## src/common/stm_consts.svh

```systemverilog
`ifndef STM_CONSTS_SVH
`define STM_CONSTS_SVH
// Register indexes, byte address is four times the index
`define STM_IDX_RSVD_A        8'h12
`define STM_IDX_INJECT        8'h13
`define STM_IDX_STCTL         8'h14
`define STM_IDX_VGAIN         8'h15
`define STM_IDX_RSVD_B        8'h16
`define STM_IDX_MONEN         8'h17
`define STM_IDX_MONGAIN       8'h18
`define STM_IDX_V0LIM         8'h19
`define STM_IDX_V1LIM         8'h1a
`define STM_IDX_TLIM          8'h1b
`define STM_IDX_ALM_STAT      8'h30
`define STM_IDX_ALM_CLR       8'h31
`define STM_IDX_ALM_EN        8'h32
// Reset values
`define STM_RST_RSVD_A        8'h00
`define STM_RST_INJECT        8'h00
`define STM_RST_STCTL         8'h00
`define STM_RST_VGAIN         8'h20
`define STM_RST_RSVD_B        8'h18
`define STM_RST_MONEN         8'h0c
`define STM_RST_MONGAIN       8'h80
`define STM_RST_VLIM          8'h62
`define STM_RST_TLIM          8'h62
`define STM_RST_ALM_EN        8'h00
// Field positions
`define STM_TRIG_BIT          7
`define STM_CNT_MSB           6
`define STM_FORCE_MSB         7
`define STM_FORCE_LSB         4
`define STM_ENTRY_BIT         3
`define STM_CLK_MSB           2
`define STM_CLK_LSB           1
`define STM_FAR_BIT           0
`define STM_GAIN_MSB          6
`define STM_MONEN_MSB         3
`define STM_MONEN_LSB         2
`define STM_SEL_MSB           1
`define STM_GAINEN_BIT        7
`define STM_HI_MSB            6
`define STM_HI_LSB            4
`define STM_LO_MSB            2
// Alarm status bit positions
`define STM_ALM_V0_LO         0
`define STM_ALM_V0_HI         1
`define STM_ALM_V1_LO         2
`define STM_ALM_V1_HI         3
`define STM_ALM_INJ_DONE      4
`endif

```

## src/common/stm_pkg.sv

```systemverilog
package stm_pkg;
   typedef enum logic [1:0] {STM_CLK_EXT, STM_CLK_50M, STM_CLK_25M} stm_clk_e;
   typedef enum logic [1:0] {STM_INJ_IDLE, STM_INJ_RUN} stm_inj_e;
endpackage

```

## src/hw/stm_regs.sv

```systemverilog
`timescale 1ns/1ps
`include "stm_consts.svh"
module stm_regs
   import stm_pkg::*;
(
   input  wire logic        pclk,              // Register clock
   input  wire logic        presetn,           // Async reset, active low
   input  wire logic        psel,              // APB select
   input  wire logic        penable,           // APB access phase
   input  wire logic        pwrite,            // APB write
   input  wire logic [11:0] paddr,             // APB byte address
   input  wire logic [31:0] pwdata,            // APB write data
   output logic      [31:0] prdata,            // APB read data
   output logic             pready,            // APB ready
   output logic             pslverr,           // APB error
   input  wire logic [2:0]  chan0_level,       // Ch0 measured level, async
   input  wire logic [2:0]  chan1_level,       // Ch1 measured level, async
   input  wire logic        fwd_parity_slot,   // Link frame parity slot pulse
   output logic             fwd_parity_force,  // Corrupt parity this slot
   output logic             self_test_mode,    // Self-test active
   output stm_clk_e         self_test_clk_select, // Self-test clock source
   output logic             far_self_test_enable, // Far-end self-test enable
   output logic             fwd_force_en,      // Forced errors enabled
   output logic [6:0]       voltage_meas_gain, // Gain divisor, gain=128/value
   output logic             gain_use_en,       // Apply programmed gain
   output logic             monitor_on,        // Sensor powered
   output logic [1:0]       pin_sense_sel,     // Sensed pins
   output logic             irq                // Interrupt, level
);

////////////////////////////////////////////////////////////////////////////////
// Bus decode

   logic [7:0] parity_error_injection;
   logic [7:0] self_test_control;
   logic [7:0] monitor_voltage_gain;
   logic [7:0] reserved_block_a;
   logic [7:0] reserved_block_b;
   logic [7:0] monitor_enable_select;
   logic [7:0] monitor_gain_control;
   logic [7:0] voltage_chan0_limits;
   logic [7:0] voltage_chan1_limits;
   logic [7:0] temperature_limits;
   logic [7:0] alarm_status;
   logic [7:0] alarm_enable;
   logic [7:0] acc_idx;
   logic       wr;
   logic       rd_ok;
   logic [7:0] rd_val;
   logic       inj_done;

   function automatic logic is_reg(input logic [7:0] idx, input logic [7:0] want);
      is_reg = (idx == want);
   endfunction

   assign acc_idx = paddr[9:2];
   assign pready  = 1'b1;
   assign wr      = psel && penable && pwrite && !pslverr;

   // Unmapped or misaligned accesses get an error, writes dropped
   always_comb
   begin
      rd_ok  = 1'b1;
      rd_val = 8'h00;
      unique case (acc_idx)
         `STM_IDX_RSVD_A:   rd_val = reserved_block_a;
         `STM_IDX_INJECT:   rd_val = parity_error_injection;
         `STM_IDX_STCTL:    rd_val = self_test_control;
         `STM_IDX_VGAIN:    rd_val = monitor_voltage_gain;
         `STM_IDX_RSVD_B:   rd_val = reserved_block_b;
         `STM_IDX_MONEN:    rd_val = monitor_enable_select;
         `STM_IDX_MONGAIN:  rd_val = monitor_gain_control;
         `STM_IDX_V0LIM:    rd_val = voltage_chan0_limits;
         `STM_IDX_V1LIM:    rd_val = voltage_chan1_limits;
         `STM_IDX_TLIM:     rd_val = temperature_limits;
         `STM_IDX_ALM_STAT: rd_val = alarm_status;
         `STM_IDX_ALM_CLR:  rd_val = 8'h00;
         `STM_IDX_ALM_EN:   rd_val = alarm_enable;
         default:           rd_ok  = 1'b0;
      endcase
      if (paddr[1:0] != 2'h0 || paddr[11:10] != 2'h0)
         rd_ok = 1'b0;
   end

   assign pslverr = psel && penable && !rd_ok;

   always_ff @(posedge pclk or negedge presetn)
   begin
      if (!presetn)
         prdata <= 32'h0000_0000;
      else if (psel && !penable && !pwrite)
         prdata <= {24'h00_0000, rd_val};
   end

////////////////////////////////////////////////////////////////////////////////
// Plain read-write registers

   always_ff @(posedge pclk or negedge presetn)
   begin
      if (!presetn)
      begin
         reserved_block_a      <= `STM_RST_RSVD_A;
         self_test_control     <= `STM_RST_STCTL;
         monitor_voltage_gain  <= `STM_RST_VGAIN;
         reserved_block_b      <= `STM_RST_RSVD_B;
         monitor_enable_select <= `STM_RST_MONEN;
         monitor_gain_control  <= `STM_RST_MONGAIN;
         voltage_chan0_limits  <= `STM_RST_VLIM;
         voltage_chan1_limits  <= `STM_RST_VLIM;
         temperature_limits    <= `STM_RST_TLIM;
         alarm_enable          <= `STM_RST_ALM_EN;
      end
      else if (wr)
      begin
         if (is_reg(acc_idx, `STM_IDX_RSVD_A))  reserved_block_a      <= pwdata[7:0];
         if (is_reg(acc_idx, `STM_IDX_STCTL))   self_test_control     <= pwdata[7:0];
         if (is_reg(acc_idx, `STM_IDX_VGAIN))   monitor_voltage_gain  <= pwdata[7:0];
         if (is_reg(acc_idx, `STM_IDX_RSVD_B))  reserved_block_b      <= pwdata[7:0];
         if (is_reg(acc_idx, `STM_IDX_MONEN))   monitor_enable_select <= pwdata[7:0];
         if (is_reg(acc_idx, `STM_IDX_MONGAIN)) monitor_gain_control  <= pwdata[7:0];
         if (is_reg(acc_idx, `STM_IDX_V0LIM))   voltage_chan0_limits  <= pwdata[7:0];
         if (is_reg(acc_idx, `STM_IDX_V1LIM))   voltage_chan1_limits  <= pwdata[7:0];
         if (is_reg(acc_idx, `STM_IDX_TLIM))    temperature_limits    <= pwdata[7:0];
         if (is_reg(acc_idx, `STM_IDX_ALM_EN))  alarm_enable          <= pwdata[7:0];
      end
   end

////////////////////////////////////////////////////////////////////////////////
// Self-test and monitor controls

   assign self_test_mode       = self_test_control[`STM_ENTRY_BIT];
   assign far_self_test_enable = self_test_control[`STM_FAR_BIT];
   assign fwd_force_en = self_test_control[`STM_FORCE_MSB:`STM_FORCE_LSB] != 4'h0;
   assign voltage_meas_gain    = monitor_voltage_gain[`STM_GAIN_MSB:0];
   assign gain_use_en          = monitor_gain_control[`STM_GAINEN_BIT];
   // Partial codes 01/10 treated as off; only 11 powers the sensor
   assign monitor_on = &monitor_enable_select[`STM_MONEN_MSB:`STM_MONEN_LSB];
   assign pin_sense_sel = monitor_enable_select[`STM_SEL_MSB:0];

   always_comb
   begin
      unique case (self_test_control[`STM_CLK_MSB:`STM_CLK_LSB])
         2'h0:    self_test_clk_select = STM_CLK_EXT;
         2'h1:    self_test_clk_select = STM_CLK_50M;
         default: self_test_clk_select = STM_CLK_25M;
      endcase
   end

////////////////////////////////////////////////////////////////////////////////
// Parity error injection

   stm_inj_e   inj_state;
   logic [6:0] inj_left;
   logic       entry_q;
   logic       entry_rise;
   logic       trig_wr;

   assign entry_rise = self_test_mode && !entry_q;
   assign trig_wr    = wr && is_reg(acc_idx, `STM_IDX_INJECT) && pwdata[`STM_TRIG_BIT];

   always_ff @(posedge pclk or negedge presetn)
   begin
      if (!presetn)
         entry_q <= 1'b0;
      else
         entry_q <= self_test_mode;
   end

   // Count field, trigger bit held as the running flag
   always_ff @(posedge pclk or negedge presetn)
   begin
      if (!presetn)
         parity_error_injection <= `STM_RST_INJECT;
      else
      begin
         if (wr && is_reg(acc_idx, `STM_IDX_INJECT))
            parity_error_injection[`STM_CNT_MSB:0] <= pwdata[`STM_CNT_MSB:0];
         if (trig_wr || entry_rise)
            parity_error_injection[`STM_TRIG_BIT] <= 1'b1;
         else if (inj_done)
            parity_error_injection[`STM_TRIG_BIT] <= 1'b0;
      end
   end

   // Each link parity slot while running with errors left takes one error
   always_ff @(posedge pclk or negedge presetn)
   begin
      if (!presetn)
      begin
         inj_state        <= STM_INJ_IDLE;
         inj_left         <= 7'h00;
         fwd_parity_force <= 1'b0;
      end
      else
      begin
         fwd_parity_force <= 1'b0;
         unique case (inj_state)
            STM_INJ_IDLE:
               if (trig_wr || entry_rise)
               begin
                  inj_left  <= trig_wr ? pwdata[`STM_CNT_MSB:0]
                                       : parity_error_injection[`STM_CNT_MSB:0];
                  inj_state <= STM_INJ_RUN;
               end
            STM_INJ_RUN:
               if (inj_left == 7'h00)
                  inj_state <= STM_INJ_IDLE;
               else if (fwd_parity_slot)
               begin
                  fwd_parity_force <= 1'b1;
                  inj_left         <= inj_left - 7'h01;
               end
         endcase
      end
   end

   assign inj_done = (inj_state == STM_INJ_RUN) && (inj_left == 7'h00);

////////////////////////////////////////////////////////////////////////////////
// Voltage alarms

   logic [2:0] c0_meta;
   logic [2:0] c0_sync;
   logic [2:0] c1_meta;
   logic [2:0] c1_sync;
   logic [3:0] alarm_hit;
   logic [7:0] alarm_evt;
   logic [7:0] alarm_clr;

   always_ff @(posedge pclk or negedge presetn)
   begin
      if (!presetn)
      begin
         c0_meta <= 3'h0;
         c0_sync <= 3'h0;
         c1_meta <= 3'h0;
         c1_sync <= 3'h0;
      end
      else
      begin
         c0_meta <= chan0_level;
         c0_sync <= c0_meta;
         c1_meta <= chan1_level;
         c1_sync <= c1_meta;
      end
   end

   // Unselected channel or disabled monitor raises nothing
   always_comb
   begin
      alarm_hit = 4'h0;
      if (monitor_on && pin_sense_sel[0])
      begin
         alarm_hit[`STM_ALM_V0_HI] = c0_sync > voltage_chan0_limits[`STM_HI_MSB:`STM_HI_LSB];
         alarm_hit[`STM_ALM_V0_LO] = c0_sync < voltage_chan0_limits[`STM_LO_MSB:0];
      end
      if (monitor_on && pin_sense_sel[1])
      begin
         alarm_hit[`STM_ALM_V1_HI] = c1_sync > voltage_chan1_limits[`STM_HI_MSB:`STM_HI_LSB];
         alarm_hit[`STM_ALM_V1_LO] = c1_sync < voltage_chan1_limits[`STM_LO_MSB:0];
      end
   end

   assign alarm_evt = {3'h0, inj_done, alarm_hit};
   assign alarm_clr = (wr && is_reg(acc_idx, `STM_IDX_ALM_CLR)) ? pwdata[7:0] : 8'h00;

   genvar gi;
   generate
      for (gi = 0; gi < 8; gi++)
      begin : g_alarm
         // Set wins over a same-cycle clear
         always_ff @(posedge pclk or negedge presetn)
         begin
            if (!presetn)
               alarm_status[gi] <= 1'b0;
            else if (alarm_evt[gi])
               alarm_status[gi] <= 1'b1;
            else if (alarm_clr[gi])
               alarm_status[gi] <= 1'b0;
         end
      end
   endgenerate

   assign irq = |(alarm_status & alarm_enable);

endmodule // stm_regs

```

## config.mk

```make
export PLATFORM = sky130hd
export DESIGN_NAME = stm_regs
export DESIGN_NICKNAME = d
export VERILOG_FILES = /design/src/common/stm_pkg.sv /design/src/hw/stm_regs.sv
export VERILOG_INCLUDE_DIRS = /design/src /design/src/common
export SDC_FILE = /design/constraint.sdc
export NUM_CORES = 1
export LEC_CHECK = 0
export ABC_AREA = 1
export BUFFER_PORTS_ARGS = -buffer_cell sky130_fd_sc_hd__buf_2
export CAP_MARGIN = 30
export CORE_MARGIN = 2
export CORE_UTILIZATION = 50
export CTS_CLUSTER_SIZE = 16
export DETAILED_ROUTE_END_ITERATION = 8
export GPL_ROUTABILITY_DRIVEN = 1
export PLACE_DENSITY = 0.8
export SLEW_MARGIN = 0
export SYNTH_ARGS = -nofsm -noshare
export SYNTH_HDL_FRONTEND = slang
export SYNTH_SLANG_ARGS = --single-unit
```

## constraint.sdc

```tcl
create_clock -name pclk -period 2.1 [get_ports pclk]
set_clock_uncertainty 0.15 [all_clocks]
set_input_delay 0.21 -clock pclk [delete_from_list [all_inputs] [get_ports pclk]]
set_output_delay 0.21 -clock pclk [all_outputs]
set_load 0.02 [all_outputs]
```

# ---- Word level (Yosys, flattened, before mapping)
# Cells that the tools add are included.
dict set report op_classes {
  add_sub_neg 1
  multipliers 0
  div_mod_pow 0
  order_cmp 4
  n_eq_ne 19
  shifts 0
  muxes 30
  bitwise_logic 1
  reduce_logical 47
}
# cell count
set ops {}
lappend ops {{one-hot mux 8 bit (12 select lines)} 1}
lappend ops {{== test 8 x 5 -> 1 bit (second input constant)} 10}
lappend ops {{two-way mux 7 bit} 4}
lappend ops {{== test 8 x 6 -> 1 bit (second input constant)} 3}
lappend ops {{AND reduction 2 bit} 12}
lappend ops {{two-way mux 1 bit} 17}
lappend ops {{nonzero test 2 bit} 8}
lappend ops {{one-hot mux 7 bit (2 select lines)} 1}
lappend ops {{logical AND 1 bit} 13}
lappend ops {{OR reduction 13 bit} 1}
lappend ops {{bitwise AND 5 x 8 -> 8 bit} 1}
lappend ops {{two-way mux 2 bit} 4}
lappend ops {{inequality test 2 bit (second input constant)} 4}
lappend ops {{one-hot mux 2 bit (2 select lines)} 2}
lappend ops {{OR reduction 8 bit} 1}
lappend ops {{zero test 7 bit} 1}
lappend ops {{subtractor 7 x 1 -> 7 bit (second input constant)} 1}
lappend ops {{greater-than comparator 3 bit} 2}
lappend ops {{< comparator 3 bit} 2}
lappend ops {{zero test 1 bit} 5}
lappend ops {{two-way mux 5 bit} 1}
lappend ops {{== test 2 x 1 -> 1 bit (second input constant)} 2}
lappend ops {{zero test 2 bit} 2}
lappend ops {{nonzero test 4 bit} 1}
lappend ops {{2 further kinds} 3}
dict set report totals {
  register_bits 124
  latch_bits 0
  ramBits 0
  rom_bits 0
  mem_count 0
}

# ---- Depth between registers and ports, before layout
# Gate-level depths: netlist of run 1.
dict set report depth {
  ltp_word 13
  mapped_depth 17
  ltp_nobuf 16
}

# ---- Worst setup path after synthesis of run 1
# Ideal clock, no wire load.
dict set report synth_path {
  path_kind {input port to flip-flop}
  from {in paddr[9]}
  to {reg monitor_enable_select[1]}
  arrival_ns 1.573
  required_time_ns 1.811
  path_slack_ns 0.238
  path_stages 15
  path_cell_list {inv_1 -> nand2_2 -> nor2_4 -> buf_8 -> nand2_4 -> nand2_2 -> nor2_2 -> nand3_2 -> nand3_2 -> inv_2 -> buf_12 -> nand2_4 -> buf_6 -> nand2_1 -> o21ai_2}
}
dict set report synth_between {
  elab_chain_cells 9
  elab_cells_between_ends 21
  cone_classes {eq/ne (13); mux (2); reduce/logical (6)}
}
# element line_no
set synth_lines {}
lappend synth_lines {{from (decl)} stm_regs.sv:11} ;# input wire logic [11:0] paddr,
lappend synth_lines {{== test 8 x 5 -> 1 bit, or another cell as far along} stm_regs.sv:65} ;# unique case (acc_idx)
lappend synth_lines {{OR reduction 13 bit (no source line)} --}
lappend synth_lines {{two-way mux 1 bit} stm_regs.sv:65}
lappend synth_lines {{two-way mux 1 bit} stm_regs.sv:81} ;# if (paddr[1:0] != 2'h0 || paddr[11:10] != 2'h0)
lappend synth_lines {{zero test 1 bit} stm_regs.sv:85} ;# assign pslverr = psel && penable && !rd_ok;
lappend synth_lines {{logical AND 1 bit} stm_regs.sv:85}
lappend synth_lines {{zero test 1 bit} stm_regs.sv:58} ;# assign wr = psel && penable && pwrite && !pslverr;
lappend synth_lines {{logical AND 1 bit} stm_regs.sv:58}
lappend synth_lines {{AND reduction 2 bit (no source line) *} --}
lappend synth_lines {{to (signal assigned)} stm_regs.sv:106} ;# monitor_enable_select <= `STM_RST_MONEN;
lappend synth_lines {{to (signal assigned)} stm_regs.sv:119} ;# if (is_reg(acc_idx, `STM_IDX_MONEN)) monitor_enable_select <= pwdata[7:0];
lappend synth_lines {{to (decl)} stm_regs.sv:39} ;# logic [7:0] monitor_enable_select;
# Every way passes the cells marked *; elsewhere a longest branch is shown, timed or not.
# A chain may end at the register's enable or synchronous reset.

# ---- Final worst setup path of run 1
dict set report layout_path {
  from {in penable}
  to {reg monitor_enable_select[7]}
}
dict set report layout_between {
  elab_chain_cells 5
  elab_cells_between_ends 6
  cone_classes {reduce/logical (6)}
}
# element line_no
set layout_lines {}
lappend layout_lines {{from (decl)} stm_regs.sv:9} ;# input wire logic penable,
lappend layout_lines {{logical AND 1 bit *} {stm_regs.sv:58, stm_regs.sv:85}}
lappend layout_lines {{logical AND 1 bit} stm_regs.sv:85}
lappend layout_lines {{zero test 1 bit} stm_regs.sv:58}
lappend layout_lines {{logical AND 1 bit *} stm_regs.sv:58}
lappend layout_lines {{AND reduction 2 bit (no source line) *} --}
# Marks and branches as above.

==> results.md, run 1 <==
| Result | Value | Unit |
| --- | --- | --- |
| Number of cell instances on the worst register-to-register path | 11 | - |
| Clock latency on the worst-skew pair | 0.42 | ns |
| F_max | 513 | MHz |
| Overflow after GRT | 0 | - |
| Iter 0 DRT Violations | 510 | - |
| Run status | finished, final reports clean | - |
| Finished Cell Area | 7880 | um^2 |
| Number of buffers created by CTS | 17 | - |
| Final count of hold timing violations | 0 | - |
| Max_cap viols | 0 | - |
| Final Setup Violations | 0 | - |
| Worst-case clock buffer depth | 2 | - |
| VDD IR max | 0.000471 | V |
| WHS Path Cells | 4 | - |
| Library cell used as clock root buffer | sky130_fd_sc_hd__clkbuf_16 | - |
| Placer congestion estimate | 0.888 | - |
| Yosys reg bits | 123 | - |
| Number of routed nets with antenna violations | 0 | - |
| Number of remaining DRC errors | 0 | - |
| Post-detailed-routing wire length | 16200 | um |
| R2r startpoint | inj_left[3] | - |
| Average size of a mapped cell | 9.10 | um^2 |
| Starting density of the core | 0.518 | - |
| Fraction of final layout cells with drive strength greater than 1 | 0.299 | - |
| Kind of start point of the critical path | input port | - |
| Yosys cell types | 42 | - |
| Worst Setup End Kind | register | - |
| Wire length of the first global-routing pass | 26400 | um |
| Number of flops mapped to enable cells by yosys | 0 | - |
| Clock sink total | 123 | - |
| Final min period | 1.95 | ns |
| Estimated wirelength of the detail-placed design | 11200 | um |
| Boundary Pins | 108 | - |
| Final sum of negative setup slack | 0 | ns |
| H-tree levels | 4 | - |
| IO Port Bufs | 58 | - |
| Period utilization | 0.928 | - |
| Floorplan Core Area | 12700 | um^2 |
| Initial DRT Pass Iterations | 5 | - |
| Capture instance of the worst register-to-register path | inj_left[5] | - |
| Top fanout value on the critical path | 16 | - |
| Total count of max-transition violations in the final report | 0 | - |
| Drt via density | 5.33 | - |
| Total global routing track utilization | 0.242 | - |
| Sequential element share of the synthesized area | 0.470 | - |
| Hold Slack | 0.0505 | ns |
| Required time of the worst setup path | 2.23 | ns |
| FP Rows | 41 | - |
| Worst setup path startpoint | penable | - |
| Antenna violations before repair | 0 | - |
| Total Die Area | 14100 | um^2 |
| Power per Cell Area | 829 | nW/um^2 |
| Die boundary width | 119 | um |
| Pin count of the biggest net entering global routing | 50 | - |
| Reg-to-reg slack, setup | 0.24 | ns |
| Synthesis-to-layout area growth | 19.6 | % |
| Cell Area, Placed | 7080 | um^2 |
| Worst slew margin relative to its limit | 0.535 | - |
| Post-layout net count | 885 | - |
| Worst endpoint data arrival time | 2.08 | ns |
| Setup CP Type | in2reg | - |
| Height of the die | 119 | um |
| Vias in the first global route | 5127 | - |
| CTS clock-pin slew for the worst setup and hold paths | 0.06 | ns |
| Flip-flop cell with the highest count after synthesis | sky130_fd_sc_hd__dfrtp_1 | - |
| Min-Delay Path Class | in2reg | - |
| Synth warnings | 0 | - |
| Post-synth design cell area | 6590 | um^2 |
| Number of cells produced by synthesis | 724 | - |
| Leakage dissipation | 3.85 | nW |
| Actual slew at the worst max-slew pin | 0.697 | ns |
| Critical Path End | monitor_enable_select[7] | - |
| Final routed wire length divided by cell count | 16.1 | um |
| Overall via count from detail_route | 5349 | - |
| RSZ-0062 raised after global routing | no | - |
| FFs w/ async S/R, synth | 1.00 | - |
| TritonCTS clock tree | yes | - |
-- worst min path at each step --
| stage | endpoint | slack (ns) | from |
|---|---|---|---|
| 2_1_floorplan | alarm_enable[0] | -0.24 | presetn |
| 4_1_cts | prdata[7] | 0.04 | psel |
| 5_1_grt | prdata[1] | 0.08 | psel |
| 3_3_place_gp | c0_meta[2] | 0.13 | presetn |
| 3_5_place_dp | monitor_enable_select[1] | 0.13 | presetn |
| 6_report | prdata[7] | 0.05 | psel |
-- worst max-delay path, stage by stage --
cell and delay (ns):
sky130_fd_sc_hd__dlygate4sd3_1 0.53, sky130_fd_sc_hd__buf_2 0.14, sky130_fd_sc_hd__nand2_1 0.07, sky130_fd_sc_hd__nor2_1 0.27, sky130_fd_sc_hd__nand3_2 0.16, sky130_fd_sc_hd__inv_2 0.20
sky130_fd_sc_hd__buf_12 0.17, sky130_fd_sc_hd__nand2_4 0.15, sky130_fd_sc_hd__nand2_1 0.13, sky130_fd_sc_hd__o21ai_2 0.06
-- cells in the mapped netlist (2+ instances only) --
cell type	n	area (um^2)
sky130_fd_sc_hd__inv_2	8	30.0
sky130_fd_sc_hd__dfstp_2	15	394
sky130_fd_sc_hd__nand2_8	8	160
sky130_fd_sc_hd__nor2_1	32	120
sky130_fd_sc_hd__nor2_4	4	45.0
sky130_fd_sc_hd__o22ai_1	3	18.8
sky130_fd_sc_hd__mux2_2	4	45.0
sky130_fd_sc_hd__nand3_1	36	180
sky130_fd_sc_hd__buf_6	9	101
sky130_fd_sc_hd__ha_1	12	150
sky130_fd_sc_hd__dfrtp_1	108	2700
sky130_fd_sc_hd__nand2_1	179	672
sky130_fd_sc_hd__o2111ai_1	2	17.5
sky130_fd_sc_hd__a221oi_1	21	184
sky130_fd_sc_hd__a21oi_1	8	40.0
sky130_fd_sc_hd__nand3_2	4	40.0
sky130_fd_sc_hd__o21ai_0	37	185
sky130_fd_sc_hd__nand2_2	12	75.1
sky130_fd_sc_hd__buf_4	34	255
sky130_fd_sc_hd__inv_4	2	12.5
sky130_fd_sc_hd__buf_2	2	10.0
sky130_fd_sc_hd__clkbuf_1	10	37.5
sky130_fd_sc_hd__o21ai_1	23	115
sky130_fd_sc_hd__inv_1	67	251
sky130_fd_sc_hd__conb_1	2	7.51
sky130_fd_sc_hd__a22o_1	2	17.5
sky130_fd_sc_hd__nor2_2	3	18.8
sky130_fd_sc_hd__nand2_4	5	56.3
sky130_fd_sc_hd__o21ai_2	59	517
-- through the flow --
stage,utilization,worst slack [ns],std cells,power (mW)
after global routing,0.619,0.0246,1002,6.77
after floorplan,-,0.238,747,3.14
after detailed placement,0.556,-0.0682,954,3.36
after global placement,0.556,-0.0292,954,3.33
after CTS,0.619,0.167,1002,6.54
final,0.620,0.151,1003,6.53
-- layer usage --
layer | track usage | vias up | routed length (um)
li1 | - | 2528 | -
met1 | 0.318 | 2543 | 6850
met5 | 0 | - | 0
met3 | 0.0594 | 45 | 1150
met2 | 0.382 | 233 | 7680
met4 | 0.100 | 0 | 482
-- cells by family (layout without fill, tap and decap cells) --
kind of cell / after synthesis / in the layout / synth area share
mux: 4 / 4 / 0.00683
other cells: 2 / 26 / 0.00114
flops: 123 / 123 / 0.470
xor+xnor: 1 / 1 / 0.00133
fa+ha+maj: 12 / 12 / 0.0228
buf+inv: 135 / 218 / 0.112
compound gates: 160 / 160 / 0.173
simple gates: 287 / 287 / 0.214
-- report_power, final --
| group | leakage (nW) | internal [mW] | switching [mW] |
|---|---|---|---|
| sequential | 1.56 | 2.48 | 0.0807 |
| clock | 0.314 | 2.13 | 1.05 |
| combinational | 1.98 | 0.266 | 0.529 |
-- layout make-up --
class	count	area, um^2
well taps	172	215
repair buffers	108	783
inverters	78	298
clock inverters	12	195
diodes	1	2.50
flip-flops and latches	123	3100
fillers	1012	4840
clock buffers	20	447
multi-input cells	489	2850
-- layout by cell type, fill, tap and decap left out, drive strengths merged, types with 2 or more instances in the layout --
cell type,netlist,layout
bufinv,0,5
clkbuf,10,20
dfrtp,108,108
mux2,4,4
o22ai,3,3
nor2,39,39
inv,77,77
a21oi,8,8
o21ai,119,119
ha,12,12
nand3,40,40
conb,2,25
a22o,2,2
dlygate4sd3,0,16
buf,47,92
a221oi,21,21
o2111ai,2,2
clkinv,1,7
dfstp,15,15
nand2,204,204
-- repair_timing --
action / in CTS / in global routing
endpoints found under the hold margin: 57 / 0
hold buffers: 16 / 0
setup buffers: 0 / 0
endpoints found under the setup margin: 0 / 6
gates resized for setup: 0 / 1
Note: power is estimated with default switching activity, not from simulation.
==> inputs of run 2 (changes only) <==
==> constraint.sdc (replaced) <==
create_clock -name pclk -period 2.4 [get_ports pclk]
set_clock_uncertainty 0.15 [all_clocks]
set_input_delay 0.24 -clock pclk [delete_from_list [all_inputs] [get_ports pclk]]
set_output_delay 0.24 -clock pclk [all_outputs]
set_load 0.02 [all_outputs]
==> run 2 against run 1 <==
  * Hold slack improved by 0.058 ns
  * Non-clock buffer count fell by 20
  * Cell area fell by 4.1%
  * Flip-flop and latch count did not move
  * Via count fell by 0.37%
  * First-iteration DRC count rose by 17%
==> results.md, run 2 (synthesis gave the netlist of run 1 again) <==
| Result | Value | Unit | Delta |
| --- | --- | --- | --- |
| Run status | finished, final reports clean | - |  |
| Initial DRT Pass Iterations | 5 | - | unchanged |
| Fraction of final layout cells with drive strength greater than 1 | 0.275 | - | -0.0235 |
| Total Die Area | 14100 | um^2 | unchanged |
| Final count of hold timing violations | 0 | - | unchanged |
| Min-Delay Path Class | in2reg | - |  |
| Worst Slack Setup Final | 0.332 | ns | +0.181 ns |
| Clock latency on the worst-skew pair | 0.42 | ns | about the same |
| Worst endpoint data arrival time | 2.20 | ns | +0.12 ns |
| IO Port Bufs | 58 | - | unchanged |
| Max stage delay on crit path | 0.52 | ns | about the same |
| Clock sink total | 123 | - | unchanged |
| Iter 0 DRT Violations | 599 | - | +17% |
| Number of buffers created by CTS | 17 | - | unchanged |
| Floorplan Core Area | 12700 | um^2 | unchanged |
| Met2 GRT Util | 0.381 | - | -0.000718 |
| Wire length of the first global-routing pass | 26600 | um | +0.65% |
| Grt met3 use | 0.0507 | - | -0.00869 |
| Worst-case clock buffer depth | 2 | - | unchanged |
| Boundary Pins | 108 | - | unchanged |
| Worst slack, placed | 0.00129 | ns | +0.0695 ns |
| Internal | 3.82 | mW | -22% |
| Top fanout value on the critical path | 16 | - | unchanged |
| Slowest cell on the critical path | sky130_fd_sc_hd__dlygate4sd3_1 | - |  |
| Worst path cell trace | dlygate4sd3_1, buf_2, nand2_1, nor2_1, nand3_2, inv_2, buf_4, nand2_8, nand2_1, o21ai_2 | - |  |
| Die boundary width | 119 | um | unchanged |
| Total count of max-transition violations in the final report | 0 | - | unchanged |
| Setup CP Type | in2reg | - |  |
| Final min period | 2.07 | ns |  |
| Estimated wirelength of the detail-placed design | 11000 | um | -1.8% |
| Number of gates resized after cts | 0 | - | unchanged |
| Cell family with most CP delay | buffers and inverters | - |  |
| Period utilization | 0.862 | - |  |
| Overall via count from detail_route | 5329 | - | -0.37% |
| Worst slew margin relative to its limit | 0.540 | - | +0.00476 |
| Placer congestion estimate | 0.898 | - | +1.1% |
| Actual slew at the worst max-slew pin | 0.690 | ns | -0.00713 ns |
| Final routed wire length divided by cell count | 16.4 | um | +1.7% |
| Worst Setup End Kind | register | - |  |
| Leakage dissipation | 3.69 | nW | -4.2% |
| Kind of start point of the critical path | input port | - |  |
| VDD IR max | 0.000488 | V | +3.6% |
| Max_cap viols | 0 | - | unchanged |
| Power per Cell Area | 695 | nW/um^2 | -16% |
| Met1 Use GR | 0.327 | - | +0.00834 |
| Final Setup Violations | 0 | - | unchanged |
| P_sw | 1.43 | mW | -14% |
| Synthesis-to-layout area growth | 14.7 | % |  |
| RSZ-0062 raised after global routing | no | - |  |
| Antenna violations before repair | 0 | - | unchanged |
| Vias in the first global route | 5214 | - | +1.7% |
| Post-detailed-routing wire length | 16100 | um | -0.36% |
| Total global routing track utilization | 0.243 | - | +0.00101 |
| Final sum of negative setup slack | 0 | ns | unchanged |
| Required time of the worst setup path | 2.53 | ns | +0.30 ns |
| Most utilized layer in the global route result | met2 | - |  |
| F_max | 484 | MHz |  |
| TritonCTS clock tree | yes | - |  |
| Share of total power in sequential cells | 0.427 | - | +0.035 |
| Most repeated library cell on the critical path | sky130_fd_sc_hd__nand2_1 | - |  |
| Number of routed nets with antenna violations | 0 | - | unchanged |
| Post-layout net count | 865 | - | -2.3% |
| Leading cell types in the layout, fill and taps excluded | sky130_fd_sc_hd__nand2_1, sky130_fd_sc_hd__dfrtp_1, sky130_fd_sc_hd__inv_1 | - |  |
| Critical path buffers and inverters | 4 | - | unchanged |
| H-tree levels | 4 | - | unchanged |
| Height of the die | 119 | um | unchanged |
| Starting density of the core | 0.518 | - | unchanged |
| Proportion of power drawn by the clock network | 0.443 | - | -0.043 |
| Drt via density | 5.42 | - | +1.7% |
| CTS clock-pin slew for the worst setup and hold paths | 0.05 | ns | about the same |
| Net switching share of the total power | 0.272 | - | +0.0184 |
| Fillers | 1061 | - | +4.8% |
| Comb power frac | 0.130 | - | +0.008 |
| Overflow after GRT | 0 | - | unchanged |
| Library cell used as clock root buffer | sky130_fd_sc_hd__clkbuf_16 | - |  |
| Most frequent standard cell in the layout excluding fill and tap cells | sky130_fd_sc_hd__nand2_1 | - |  |
| FP Rows | 41 | - | unchanged |
| Pin count of the biggest net entering global routing | 53 | - | +6.0% |
| Number of remaining DRC errors | 0 | - | unchanged |
run 2: worst paths after layout:
| check | endpoint | slack [ns] | start | cells after the start |
|---|---|---|---|---|
| worst max-delay path | voltage_chan1_limits[7] | 0.33 | penable | 10 |
| worst min-delay path | prdata[3] | 0.11 | psel | 4 |
| worst max register to register | inj_left[3] | 0.51 | inj_state[0] | 8 |
| worst min register to register | c1_sync[1] | 0.20 | c1_meta[1] | 0 |
| max in group asynchronous | voltage_chan0_limits[5] | 1.19 | presetn | 3 |
| min in group asynchronous | c0_meta[2] | 0.18 | presetn | 2 |
run 2: cell type report:
type | instances | area (um^2) | area share
clock buffers | 24 | 462 | 0.0611
multi-input cells | 489 | 2840 | 0.376
diodes | 1 | 2.50 | 0.000331
clock inverters | 8 | 72.6 | 0.00960
flip-flops and latches | 123 | 3100 | 0.410
inverters | 78 | 298 | 0.0394
well taps | 172 | 215 | 0.0285
repair buffers | 88 | 571 | 0.0755
run 2: through the flow:
| stage | area (um^2) | hold slack (ns) | instances | power (mW) | utilization |
|---|---|---|---|---|---|
| 2_1_floorplan | 6680 | -0.206 | 747 | 2.74 | - |
| 3_3_place_gp | 6860 | 0.0775 | 934 | 2.89 | 0.539 |
| 3_5_place_dp | 6860 | 0.0888 | 934 | 2.92 | 0.539 |
| 4_1_cts | 7560 | 0.0775 | 982 | 5.27 | 0.594 |
| 5_1_grt | 7560 | 0.140 | 982 | 5.49 | 0.594 |
| 6_report | 7560 | 0.108 | 983 | 5.25 | 0.594 |
run 2: tightest hold or removal path: stages:
cell	delay [ns]
sky130_fd_sc_hd__buf_2	0.11
sky130_fd_sc_hd__nand2_1	0.13
sky130_fd_sc_hd__o21ai_0	0.10
sky130_fd_sc_hd__nand2_1	0.07
run 2: power by group through the flow:
stage	logic [mW]	clock network, mW	registers, mW
finish	0.681	2.33	2.24
global route	0.776	2.46	2.26
CTS	0.673	2.36	2.24
detailed placement	0.645	0	2.27
global placement	0.619	0	2.27
floorplan	0.479	0	2.26
run 2: what timing repair did:
action / CTS / global route
setup buffers: 0 / 0
hold buffers: 16 / 0
endpoints found under the hold margin: 52 / 0
run 2: metal layers:
| metal | wire (um) | share of wire | vias up |
|---|---|---|---|
| li1 | - | - | 2485 |
| met1 | 6930 | 0.43 | 2546 |
| met2 | 7600 | 0.47 | 253 |
| met3 | 1110 | 0.069 | 45 |
| met4 | 457 | 0.028 | 0 |
| met5 | 0 | 0 | - |
